===== config.mk =====
export PLATFORM = sky130hd
export DESIGN_NAME = mil_irq_top
export DESIGN_NICKNAME = d
export VERILOG_FILES = /design/src/common/mil_pkg.sv /design/src/common/mil_req_if.sv /design/src/design/mil_vector_seq.sv /design/src/design/mil_irq_top.sv
export SDC_FILE = /design/constraint.sdc
export NUM_CORES = 1
export LEC_CHECK = 0
export BUFFER_PORTS_ARGS = -buffer_cell sky130_fd_sc_hd__buf_2
export CORE_MARGIN = 2
export CORE_UTILIZATION = 54
export DETAILED_ROUTE_END_ITERATION = 6
export MAX_ROUTING_LAYER = met4
export PLACE_DENSITY = 0.86
export SETUP_SLACK_MARGIN = 0.3
export SLEW_MARGIN = 20
export SYNTH_ARGS = -nofsm -noshare
export SYNTH_HDL_FRONTEND = slang
export SYNTH_HIERARCHICAL = 1
export SYNTH_SLANG_ARGS = --single-unit

===== constraint.sdc =====
create_clock -name clk_i -period 5.4 [get_ports clk_i]
set_clock_uncertainty 0.15 [all_clocks]
set_input_delay 0.81 -clock clk_i [delete_from_list [all_inputs] [get_ports clk_i]]
set_output_delay 0.81 -clock clk_i [all_outputs]
set_load 0.03 [all_outputs]

===== src/common/mil_pkg.sv =====
// constants, offsets and layouts of the interrupt gathering and vectoring block
// assumes 8-bit control registers placed one per 32-bit apb word
package mil_pkg;
   // register byte offsets
   localparam logic [7:0] ctrl_off = 8'h00;
   localparam logic [7:0] pflag_a_off = 8'h04;
   localparam logic [7:0] pflag_b_off = 8'h08;
   localparam logic [7:0] pen_a_off = 8'h0c;
   localparam logic [7:0] pen_b_off = 8'h10;
   localparam logic [7:0] sts_off = 8'h14;
   localparam logic [7:0] mask_off = 8'h18;
   localparam logic [7:0] core_off = 8'h1c;
   // control register fields
   localparam int glob_en_bit = 7;
   localparam int grp_en_bit = 6;
   localparam int tmr_en_bit = 5;
   localparam int ext_en_bit = 4;
   localparam int chg_en_bit = 3;
   localparam int tmr_fl_bit = 2;
   localparam int ext_fl_bit = 1;
   localparam int chg_fl_bit = 0;
   localparam logic [7:0] ctrl_rst = 8'h00;
   localparam logic [7:0] per_rst = 8'h00;
   // event status bits
   localparam int ev_take_bit = 0;
   localparam int ev_ret_bit = 1;
   localparam int ev_w = 2;
   // vector and timing
   localparam logic [12:0] irq_vector = 13'h0004;
   localparam int quarters_per_cycle = 4;
   localparam int ext_sync_cycles = 3;
   localparam int max_sources = 12;
endpackage : mil_pkg


===== src/common/mil_req_if.sv =====
// request bundle between the gather logic and the vector sequencer
// assumes a single clock domain
`timescale 1ns/1ns
interface mil_req_if;
   logic req;
   logic take;
   logic ret;
   modport gather (output req, input take, input ret);
   modport seq (input req, output take, output ret);
endinterface : mil_req_if


===== src/design/mil_vector_seq.sv =====
// vector sequencer: waits for the end of an instruction cycle, then vectors
// assumes the core strobes cycle_end_i once per instruction cycle
`timescale 1ns/1ns
module mil_vector_seq #(
   parameter int pc_w = 13
) (
   // clock and reset
   input wire logic clk_i,
   input wire logic reset_i,
   // core sequencing
   input wire logic cycle_end_i,
   input wire logic ret_instr_i,
   input wire logic [pc_w-1:0] next_pc_i,
   // gather side
   mil_req_if.seq rq,
   // outputs to the core
   output logic push_o,
   output logic [pc_w-1:0] push_addr_o,
   output logic load_pc_o,
   output logic [pc_w-1:0] pc_value_o
);
   initial begin
      if (pc_w < 13) $error("pc_w too small for vector");
   end
   typedef enum logic [0:0] {mil_idle, mil_vec} mil_st_e;
   mil_st_e st;
   // request taken at a cycle boundary; one and two cycle instructions alike
   assign rq.take = (st == mil_idle) && rq.req && cycle_end_i;
   assign rq.ret = ret_instr_i;
   always_ff @(posedge clk_i) begin
      if (reset_i) begin
         st <= mil_idle;
      end else begin
         case (st)
            mil_idle: if (rq.take) st <= mil_vec;
            mil_vec: st <= mil_idle;
            default: st <= mil_idle;
         endcase
      end
   end
   always_ff @(posedge clk_i) begin
      if (reset_i) begin
         push_o <= 1'b0;
         push_addr_o <= '0;
         load_pc_o <= 1'b0;
         pc_value_o <= '0;
      end else begin
         push_o <= rq.take;
         load_pc_o <= rq.take;
         if (rq.take) begin
            push_addr_o <= next_pc_i;
            pc_value_o <= pc_w'(mil_pkg::irq_vector);
         end
      end
   end
endmodule : mil_vector_seq


===== src/design/mil_irq_top.sv =====
// interrupt gathering and vectoring block of an 8-bit core, apb register slave
// assumes core and peripheral event pulses synchronous to clk_i
// How it works
// - Up to nineteen sources each have a flag and an enable bit.
// - A flag is set by its event no matter which enable is set or clear.
// - Bit 7 of the control register lets unmasked requests through when set, blocks all when clear.
// - With global enable, flag and enable all set, plus group enable for peripheral sources, vectoring starts at the next instruction cycle boundary.
// - Reset clears the global enable.
// - The return instruction sets the global enable again while returning.
// - Pin, port change and timer overflow flags and enables sit in the control register.
// - Peripheral flags sit in two flag registers, enables in two enable registers, group enable in control.
// - Taking an interrupt clears global enable, pushes return address and loads the pc with 0004h.
// - Pin and port change events vector three or four instruction cycles later by phase.
// - Latency is the same for one and two cycle instructions.
`timescale 1ns/1ns
module mil_irq_top #(
   parameter int per_w = 8,
   parameter int pc_w = 13
) (
   // clock and reset
   input wire logic clk_i,
   input wire logic reset_i,
   // apb slave
   input wire logic psel_i,
   input wire logic penable_i,
   input wire logic pwrite_i,
   input wire logic [7:0] paddr_i,
   input wire logic [31:0] pwdata_i,
   output logic [31:0] prdata_o,
   output logic pready_o,
   output logic pslverr_o,
   // events
   input wire logic ext_pin_edge_i,
   input wire logic port_change_i,
   input wire logic timer_ovf_i,
   input wire logic [per_w-1:0] per_event_a_i,
   input wire logic [per_w-1:0] per_event_b_i,
   // core sequencing
   input wire logic quarter_i,
   input wire logic ret_instr_i,
   input wire logic [pc_w-1:0] next_pc_i,
   // to the core
   output logic push_o,
   output logic [pc_w-1:0] push_addr_o,
   output logic load_pc_o,
   output logic [pc_w-1:0] pc_value_o,
   output logic core_req_o,
   output logic irq_o
);
   initial begin
      if (3 + 2 * per_w > mil_pkg::max_sources + 8) $error("too many sources");
   end

   mil_req_if rq ();

   logic [7:0] interrupt_control_reg;
   logic [per_w-1:0] peripheral_flags_a;
   logic [per_w-1:0] peripheral_flags_b;
   logic [per_w-1:0] peripheral_enables_a;
   logic [per_w-1:0] peripheral_enables_b;
   logic [mil_pkg::ev_w-1:0] ev_status;
   logic [mil_pkg::ev_w-1:0] ev_mask;
   logic [1:0] qcnt;
   logic cycle_end;
   logic [1:0] ext_dly;
   logic [1:0] chg_dly;
   logic ext_set;
   logic chg_set;
   logic wr_en;
   logic rd_en;
   logic global_irq_enable;
   logic peripheral_group_irq_enable;
   logic per_req;
   logic core_term;

   function automatic logic hit(input logic [7:0] a, input logic [7:0] off);
      hit = (a == off);
   endfunction : hit

   // bus strobes
   assign wr_en = psel_i && penable_i && pwrite_i;
   assign rd_en = psel_i && !penable_i && !pwrite_i;
   assign pready_o = 1'b1;
   assign pslverr_o = 1'b0;

   // quarter phases form the instruction cycle
   always_ff @(posedge clk_i) begin
      if (reset_i) begin
         qcnt <= 2'h0;
      end else if (quarter_i) begin
         qcnt <= qcnt + 2'h1;
      end
   end
   assign cycle_end = quarter_i && (qcnt == 2'(mil_pkg::quarters_per_cycle - 1));

   // external events ride a delay pipe of whole instruction cycles
   always_ff @(posedge clk_i) begin
      if (reset_i) begin
         ext_dly <= 2'h0;
         chg_dly <= 2'h0;
      end else begin
         if (ext_pin_edge_i) begin
            ext_dly <= 2'h1;
         end else if (cycle_end && ext_dly != 2'h0) begin
            ext_dly <= (ext_dly == 2'(mil_pkg::ext_sync_cycles - 1)) ? 2'h0 : ext_dly + 2'h1;
         end
         if (port_change_i) begin
            chg_dly <= 2'h1;
         end else if (cycle_end && chg_dly != 2'h0) begin
            chg_dly <= (chg_dly == 2'(mil_pkg::ext_sync_cycles - 1)) ? 2'h0 : chg_dly + 2'h1;
         end
      end
   end
   // flag lands after two boundaries; the take boundary makes three or four cycles
   assign ext_set = cycle_end && ext_dly == 2'(mil_pkg::ext_sync_cycles - 1);
   assign chg_set = cycle_end && chg_dly == 2'(mil_pkg::ext_sync_cycles - 1);

   // control register: enables, flags and global enable
   always_ff @(posedge clk_i) begin
      if (reset_i) begin
         interrupt_control_reg <= mil_pkg::ctrl_rst;
      end else begin
         if (wr_en && hit(paddr_i, mil_pkg::ctrl_off)) begin
            interrupt_control_reg <= pwdata_i[7:0];
         end
         if (timer_ovf_i) interrupt_control_reg[mil_pkg::tmr_fl_bit] <= 1'b1;
         if (ext_set) interrupt_control_reg[mil_pkg::ext_fl_bit] <= 1'b1;
         if (chg_set) interrupt_control_reg[mil_pkg::chg_fl_bit] <= 1'b1;
         if (rq.ret) interrupt_control_reg[mil_pkg::glob_en_bit] <= 1'b1;
         if (rq.take) interrupt_control_reg[mil_pkg::glob_en_bit] <= 1'b0;
      end
   end

   // peripheral flag and enable registers, event set wins over write
   always_ff @(posedge clk_i) begin
      if (reset_i) begin
         peripheral_flags_a <= '0;
         peripheral_flags_b <= '0;
         peripheral_enables_a <= '0;
         peripheral_enables_b <= '0;
      end else begin
         if (wr_en && hit(paddr_i, mil_pkg::pflag_a_off)) begin
            peripheral_flags_a <= pwdata_i[per_w-1:0] | per_event_a_i;
         end else begin
            peripheral_flags_a <= peripheral_flags_a | per_event_a_i;
         end
         if (wr_en && hit(paddr_i, mil_pkg::pflag_b_off)) begin
            peripheral_flags_b <= pwdata_i[per_w-1:0] | per_event_b_i;
         end else begin
            peripheral_flags_b <= peripheral_flags_b | per_event_b_i;
         end
         if (wr_en && hit(paddr_i, mil_pkg::pen_a_off)) begin
            peripheral_enables_a <= pwdata_i[per_w-1:0];
         end
         if (wr_en && hit(paddr_i, mil_pkg::pen_b_off)) begin
            peripheral_enables_b <= pwdata_i[per_w-1:0];
         end
      end
   end

   // request combination
   assign global_irq_enable = interrupt_control_reg[mil_pkg::glob_en_bit];
   assign peripheral_group_irq_enable = interrupt_control_reg[mil_pkg::grp_en_bit];
   assign per_req = peripheral_group_irq_enable &&
      (|(peripheral_flags_a & peripheral_enables_a) ||
       |(peripheral_flags_b & peripheral_enables_b));
   assign core_term = per_req ||
      (interrupt_control_reg[mil_pkg::tmr_fl_bit] && interrupt_control_reg[mil_pkg::tmr_en_bit]) ||
      (interrupt_control_reg[mil_pkg::ext_fl_bit] && interrupt_control_reg[mil_pkg::ext_en_bit]) ||
      (interrupt_control_reg[mil_pkg::chg_fl_bit] && interrupt_control_reg[mil_pkg::chg_en_bit]);
   assign rq.req = global_irq_enable && core_term;
   assign core_req_o = rq.req;

   // event status: take and return, write one to clear, set wins
   always_ff @(posedge clk_i) begin
      if (reset_i) begin
         ev_status <= '0;
         ev_mask <= '0;
      end else begin
         if (wr_en && hit(paddr_i, mil_pkg::sts_off)) begin
            ev_status <= (ev_status & ~pwdata_i[mil_pkg::ev_w-1:0]) | {rq.ret, rq.take};
         end else begin
            ev_status <= ev_status | {rq.ret, rq.take};
         end
         if (wr_en && hit(paddr_i, mil_pkg::mask_off)) begin
            ev_mask <= pwdata_i[mil_pkg::ev_w-1:0];
         end
      end
   end
   assign irq_o = |(ev_status & ev_mask);

   // read data registered in the setup cycle
   always_ff @(posedge clk_i) begin
      if (reset_i) begin
         prdata_o <= 32'h0;
      end else if (rd_en) begin
         if (hit(paddr_i, mil_pkg::ctrl_off)) begin
            prdata_o <= {24'h0, interrupt_control_reg};
         end else if (hit(paddr_i, mil_pkg::pflag_a_off)) begin
            prdata_o <= 32'(peripheral_flags_a);
         end else if (hit(paddr_i, mil_pkg::pflag_b_off)) begin
            prdata_o <= 32'(peripheral_flags_b);
         end else if (hit(paddr_i, mil_pkg::pen_a_off)) begin
            prdata_o <= 32'(peripheral_enables_a);
         end else if (hit(paddr_i, mil_pkg::pen_b_off)) begin
            prdata_o <= 32'(peripheral_enables_b);
         end else if (hit(paddr_i, mil_pkg::sts_off)) begin
            prdata_o <= 32'(ev_status);
         end else if (hit(paddr_i, mil_pkg::mask_off)) begin
            prdata_o <= 32'(ev_mask);
         end else if (hit(paddr_i, mil_pkg::core_off)) begin
            prdata_o <= {30'h0, core_term, rq.req};
         end else begin
            prdata_o <= 32'h0;
         end
      end
   end

   mil_vector_seq #(
      .pc_w(pc_w)
   ) u_seq (
      .clk_i(clk_i),
      .reset_i(reset_i),
      .cycle_end_i(cycle_end),
      .ret_instr_i(ret_instr_i),
      .next_pc_i(next_pc_i),
      .rq(rq.seq),
      .push_o(push_o),
      .push_addr_o(push_addr_o),
      .load_pc_o(load_pc_o),
      .pc_value_o(pc_value_o)
   );
endmodule : mil_irq_top


**Word level (Yosys, flattened, before mapping)**

Cells that the tools add are included.
Widths: inputs -> output; s select.

- Reduce and logical (&&, ||, !) cells: 44
- Bitwise gates (word level): 12
- Add/subtract/negate cells: 3
- Equality and inequality tests: 10
- Multiplexer cells: 24

Operator list:

| cell | count |
|---|---|
| $mux 8 | 8 |
| $eq 8x5->1 const B | 4 |
| $or 8x8->8 | 4 |
| $logic_and 1x1->1 | 23 |
| $and 8x8->8 | 2 |
| $eq 8x4->1 const B | 2 |
| $reduce_bool 2->1 | 8 |
| $reduce_or 8->1 | 2 |
| $mux 2 | 6 |
| $mux 1 | 9 |
| $eq 8x3->1 const B | 1 |
| $logic_not 8->1 | 1 |
| $reduce_or 2->1 | 4 |
| $add 2x1->2 const B | 3 |
| $eq 2x2->1 const B | 3 |
| $and 2x2->2 | 2 |
| $logic_or 1x1->1 | 4 |
| $or 2x2->2 | 2 |
| $logic_not 1->1 | 2 |
| $not 2->2 | 1 |
| $pmux 1 s2 | 1 |
| $not 1->1 | 1 |

- Register bits: 98
- Input bits: 79

**Logic depth before layout (Yosys ltp)**

- Depth after elaboration: 16
- Mapped depth: 10
- Gate-level depth less buffers: 8

**Cells and area by module**

Netlist, hierarchy kept.

Modules (own cells, without submodules):

| module | cells an instance | seq. area each (um^2) | area each (um^2) | instances |
|---|---|---|---|---|
| mil_irq_top | 357 | 1161.1 | 3125.5 | 1 |
| mil_vector_seq | 79 | 320.3 | 797.0 | 1 |

**Least setup slack after synthesis**

OpenSTA, ideal clock, no wires.

- Kind: input-to-reg
- Start: input paddr_i[0]
- End: register peripheral_enables_b[0]
- Library setup time: 128 ps
- Data arrival time: 2208 ps
- Stages on the path: 5
- Buffers on the path: 0
- Required time: 5122 ps
- Path slack: 2915 ps
- Path through: or4_1 nor4_2 nand2_1 mux2i_1 nor2_1

- Cells in the longest elaborated chain, start to end: 2

RTL lines:

| item | line | text |
|---|---|---|
| start: declaration | mil_irq_top.sv:27 | `input wire logic [7:0] paddr_i,` |
| $eq 8x5->1 | mil_irq_top.sv:77 | `hit = (a == off);` |
| $logic_and 1x1->1 | mil_irq_top.sv:155 | `if (wr_en && hit(paddr_i, mil_pkg::pen_b_off)) begin` |
| end signal: assignment | mil_irq_top.sv:156 | `peripheral_enables_b <= pwdata_i[per_w-1:0];` |
| end: declaration | mil_irq_top.sv:60 | `logic [per_w-1:0] peripheral_enables_b;` |

No other way between the ends.
A chain may end at the register's enable or synchronous reset.

**Worst setup path in the final report**

- Start: register peripheral_flags_b[0]
- End: output core_req_o

- Cells in the longest elaborated chain, start to end: 8

RTL lines:

| item | line | text |
|---|---|---|
| start: declaration | mil_irq_top.sv:58 | `logic [per_w-1:0] peripheral_flags_b;` |
| start signal: assignment | mil_irq_top.sv:148 | `peripheral_flags_b <= pwdata_i[per_w-1:0] \| per_event_b_i;` |
| start signal: assignment | mil_irq_top.sv:150 | `peripheral_flags_b <= peripheral_flags_b \| per_event_b_i;` |
| $and 8x8->8 | mil_irq_top.sv:166 | `\|(peripheral_flags_b & peripheral_enables_b));` |
| $reduce_or 8->1 | mil_irq_top.sv:166 |  |
| $logic_or 1x1->1 | mil_irq_top.sv:165 | `(\|(peripheral_flags_a & peripheral_enables_a) \|\|` |
| $logic_and 1x1->1 | mil_irq_top.sv:164 | `assign per_req = peripheral_group_irq_enable &&` |
| $logic_or 1x1->1 | mil_irq_top.sv:167 | `assign core_term = per_req \|\|` |
| $logic_or 1x1->1 | mil_irq_top.sv:168 | `(interrupt_control_reg[mil_pkg::tmr_fl_bit] && interrupt_control_reg[mil_pkg::tmr_en_bit]) \|\|` |
| $logic_or 1x1->1 | mil_irq_top.sv:169 | `(interrupt_control_reg[mil_pkg::ext_fl_bit] && interrupt_control_reg[mil_pkg::ext_en_bit]) \|\|` |
| $logic_and 1x1->1 | mil_irq_top.sv:171 | `assign rq.req = global_irq_enable && core_term;` |
| end: declaration | mil_irq_top.sv:47 | `output logic core_req_o,` |

No other way between the ends.

==> flow_metrics.tcl <==
set metrics [dict create \
    outcome "finished clean" \
    worstReg2RegEnd "ev_status[0]" \
    synth_simple_gate_area_share_pct 18.9 \
    timing.rr.start "peripheral_flags_b[0]" \
    max_flop_register "u_seq/push_addr_o" \
    synth.cell_area_um2 3920 \
    bufs_and_invs_on_worst_path 2 \
    slew_headroom_pct 37.6 \
    slowest_stage_cell_crit_path "dfxtp_1" \
    die_height_um 89.2 \
    synth_enable_flop_cells 0 \
    synthAdderAreaFrac_pct 0.319 \
    fin_crit_sh_pct 55.5 \
    globalRouteTotalUtil_pct 23.5 \
    seq_area_frac_synth_pct 37.8 \
    setup.worst_path.end "core_req_o" \
    netlist.top_cell.by_area "dfxtp_1" \
    worst_path_fanout_max 5 \
    floorplan.core_area_um2 7140 \
    setup.worst_path.start_class "flop" \
    place.detailed.hpwl_mm 6.55 \
    post_synth_mux_area_share_pct 15.3 \
    yosys.area.top_type_share_pct 37.8 \
    ctsLongestPathBuffers 2 \
    total_number_of_vias 3271 \
    reg2reg_slack_ns 2.82 \
    synthArstFlopShare_pct 0 \
    design_power_total_mw 1.15 \
    num_io_pins 143 \
    path_depth 6 \
    power.static_leakage_nw 1.97 \
    min-delay-path-class "flop to flop" \
    clock.fmax_mhz 334 \
    worstRegToRegCells 8 \
    overflow 0 \
    slowest_delay_ns 0.36 \
    final_layout_size_suffix_gt1_share_pct 20.6 \
    fillers 637 \
    drt_iter0_drc 271 \
    combinational_family_with_the_most_area_after_synthesis "simple AND/OR/NAND/NOR gates" \
    initial_utilization_pct 55.0 \
    number_of_global_route_vias_before_repair 2815 \
    final_replace_weighted_congestion 0.963 \
    crit_family "compound AO/OA/AOI/OAI gates" \
    synth-main-ff-cell "dfxtp_1" \
    finalWirelength_mm 9.05 \
    numClockSinks 74 \
    drv_cap 0 \
    synth.avg_cell_area_um2 9.00 \
    detail_route.vias_per_cell 5.41 \
    layout.cells.most_common "buf_2" \
    num_rows 31 \
    netlist_top_cells_area "dfxtp_1 (38%), mux2i_1 (15%), buf_4 (7.8%), nand2b_1 (5.3%), a21oi_1 (4.1%)" \
    yosys_warnings 6 \
    holdBufCountCts 0 \
    drt-pass1-iter-count 5 \
    final-hold-violation-count 0 \
    cts_repair_resize_count 0 \
    synthDistinctLibCells 48 \
    detail_route.drc_violations 0 \
    grt_pass1_wl_mm 13.9 \
    htreeDepth 3 \
    crit_path_end_kind "output port" \
    cts_made_buffers 9 \
    worst_setup_path_startpoint "peripheral_flags_b[0]" \
    worst_endpoint_required_time_ns 4.44 \
    post_synthesis_cell_count 436 \
    synth-compound-area-share_pct 14.2 \
    grt_max_degree 90 \
    io_buffer_count 80 \
    power_density_cells_nw_per_um2 262 \
    worstSetupPathType "flop to output port" \
    die-area_um2 7960 \
    setup_repair_after_global_routing_missed_its_margin "false" \
    clk_transition_reported_paths_ns 0.07 \
    worst_pin_slew_ns 0.936 \
    crit_arrival_ns 2.04 \
    wl_per_cell_um 15.0 \
    design.final.nets 582 \
    max-vdd-ir-drop_uv 206 \
    register_bit_total_from_synthesis 74 \
    slew_violations 0 \
    die_width_um 89.2 \
    setup_viol 0 \
    antenna_left 0 \
    area_delta_synth_final_pct 11.7 \
    antenna-diode-count 0 \
    clock-root-buffer "clkbuf_8" \
    post_cts.repair.setup_buffers 0 \
    clock_insertion_delay_worst_skew_ns 0.35 \
    synthesized_area_fraction_occupied_by_xor_and_xnor_cells_pct 0.223 \
    largest_register_ff_count 13 \
    tritoncts "built" \
    timing.critical_path.cells "a22o_1, a221oi_1, nand4_1, o21ai_0, inv_1, buf_2" \
    layout_common_cells "buf_2 (80), dfxtp_1 (74), mux2i_1 (60)" \
    tns_ns 0 \
    period_minus_slack_ns 3.00 \
    grt_antenna_before_repair 0 \
]
## where the power goes
part / internal, mW / switching, mW / total (mW) / leakage (nW)
Sequential: 0.560 / 0.0131 / 0.573 / 0.604
Combinational: 0.0416 / 0.0921 / 0.134 / 1.26
Clock: 0.248 / 0.192 / 0.441 / 0.106
Total: 0.850 / 0.298 / 1.15 / 1.97
## layout make-up
cell class	instances	area, µm²	share of cell area (%)
clock buffer	13	169	3.86
timing repair buffer	82	415	9.48
clock inverter	2	35.0	0.800
inverter	25	93.8	2.14
sequential	74	1480	33.8
multi-input combinational	310	2060	47.1
tap	99	124	2.83
## synthesized netlist by cell type, types with 7 or more instances
library cell  instances
a211oi_1              7
mux2i_1              60
a21oi_1              32
nor2_1               40
a22o_1                8
dfxtp_1              74
buf_4                41
clkbuf_1             14
o21ai_0              10
nand2b_1             33
nand2_1              10
inv_1                25
## through the flow
| stage | utilization (%) | instance area (µm²) | setup slack (ns) | hold WS [ns] | cells |
|---|---|---|---|---|---|
| 6_report | 61.4 | 4380 | 2.40 | 0.322 | 605 |
| 5_1_grt | 61.4 | 4380 | 2.23 | 0.350 | 605 |
| 4_1_cts | 61.4 | 4380 | 2.42 | 0.327 | 605 |
| 3_5_place_dp | 58.5 | 4180 | 2.46 | 0.313 | 590 |
| 3_3_place_gp | 58.5 | 4180 | 2.48 | 0.303 | 590 |
| 2_1_floorplan | - | 4050 | 2.91 | 0.306 | 471 |
## how the worst min path moves through the flow
stage	cells past startpoint	to	start
6_report	1	u_seq/pc_value_o[2]	u_seq/pc_value_o[2]
3_5_place_dp	1	u_seq/pc_value_o[2]	u_seq/pc_value_o[2]
2_1_floorplan	2	chg_dly[0]	chg_dly[0]
4_1_cts	2	u_seq/push_addr_o[6]	u_seq/push_addr_o[6]
3_3_place_gp	1	u_seq/pc_value_o[2]	u_seq/pc_value_o[2]
5_1_grt	2	u_seq/push_addr_o[12]	u_seq/push_addr_o[12]
## logic make-up after synthesis
kind of cell / Yosys count
and+or+nand+nor: 126
buffers and inverters: 87
AOI/OAI and AO/OA: 84
DFF: 74
muxes: 60
other: 3
adders and majority gates: 1
xor gates and xnor gates: 1
## layer usage
layer	share of wire, %	vias to the layer above	track usage, %	wire [µm]
li1	-	1574	-	-
met1	44	1511	31.4	3960
met2	46	167	35.7	4170
met3	8.4	19	4.99	763
met4	1.6	0	7.33	144
met5	0	-	-	0
## worst register-to-register path: cells and delay by family, from the launching register on
kind	cells	cell delay (ns)
AO/OA/AOI/OAI	4	1.11
flip-flops	1	0.36
AND/OR/NAND/NOR	3	0.72
buffers and inverters	1	0.08
Note: power is estimated with default switching activity, not from simulation.
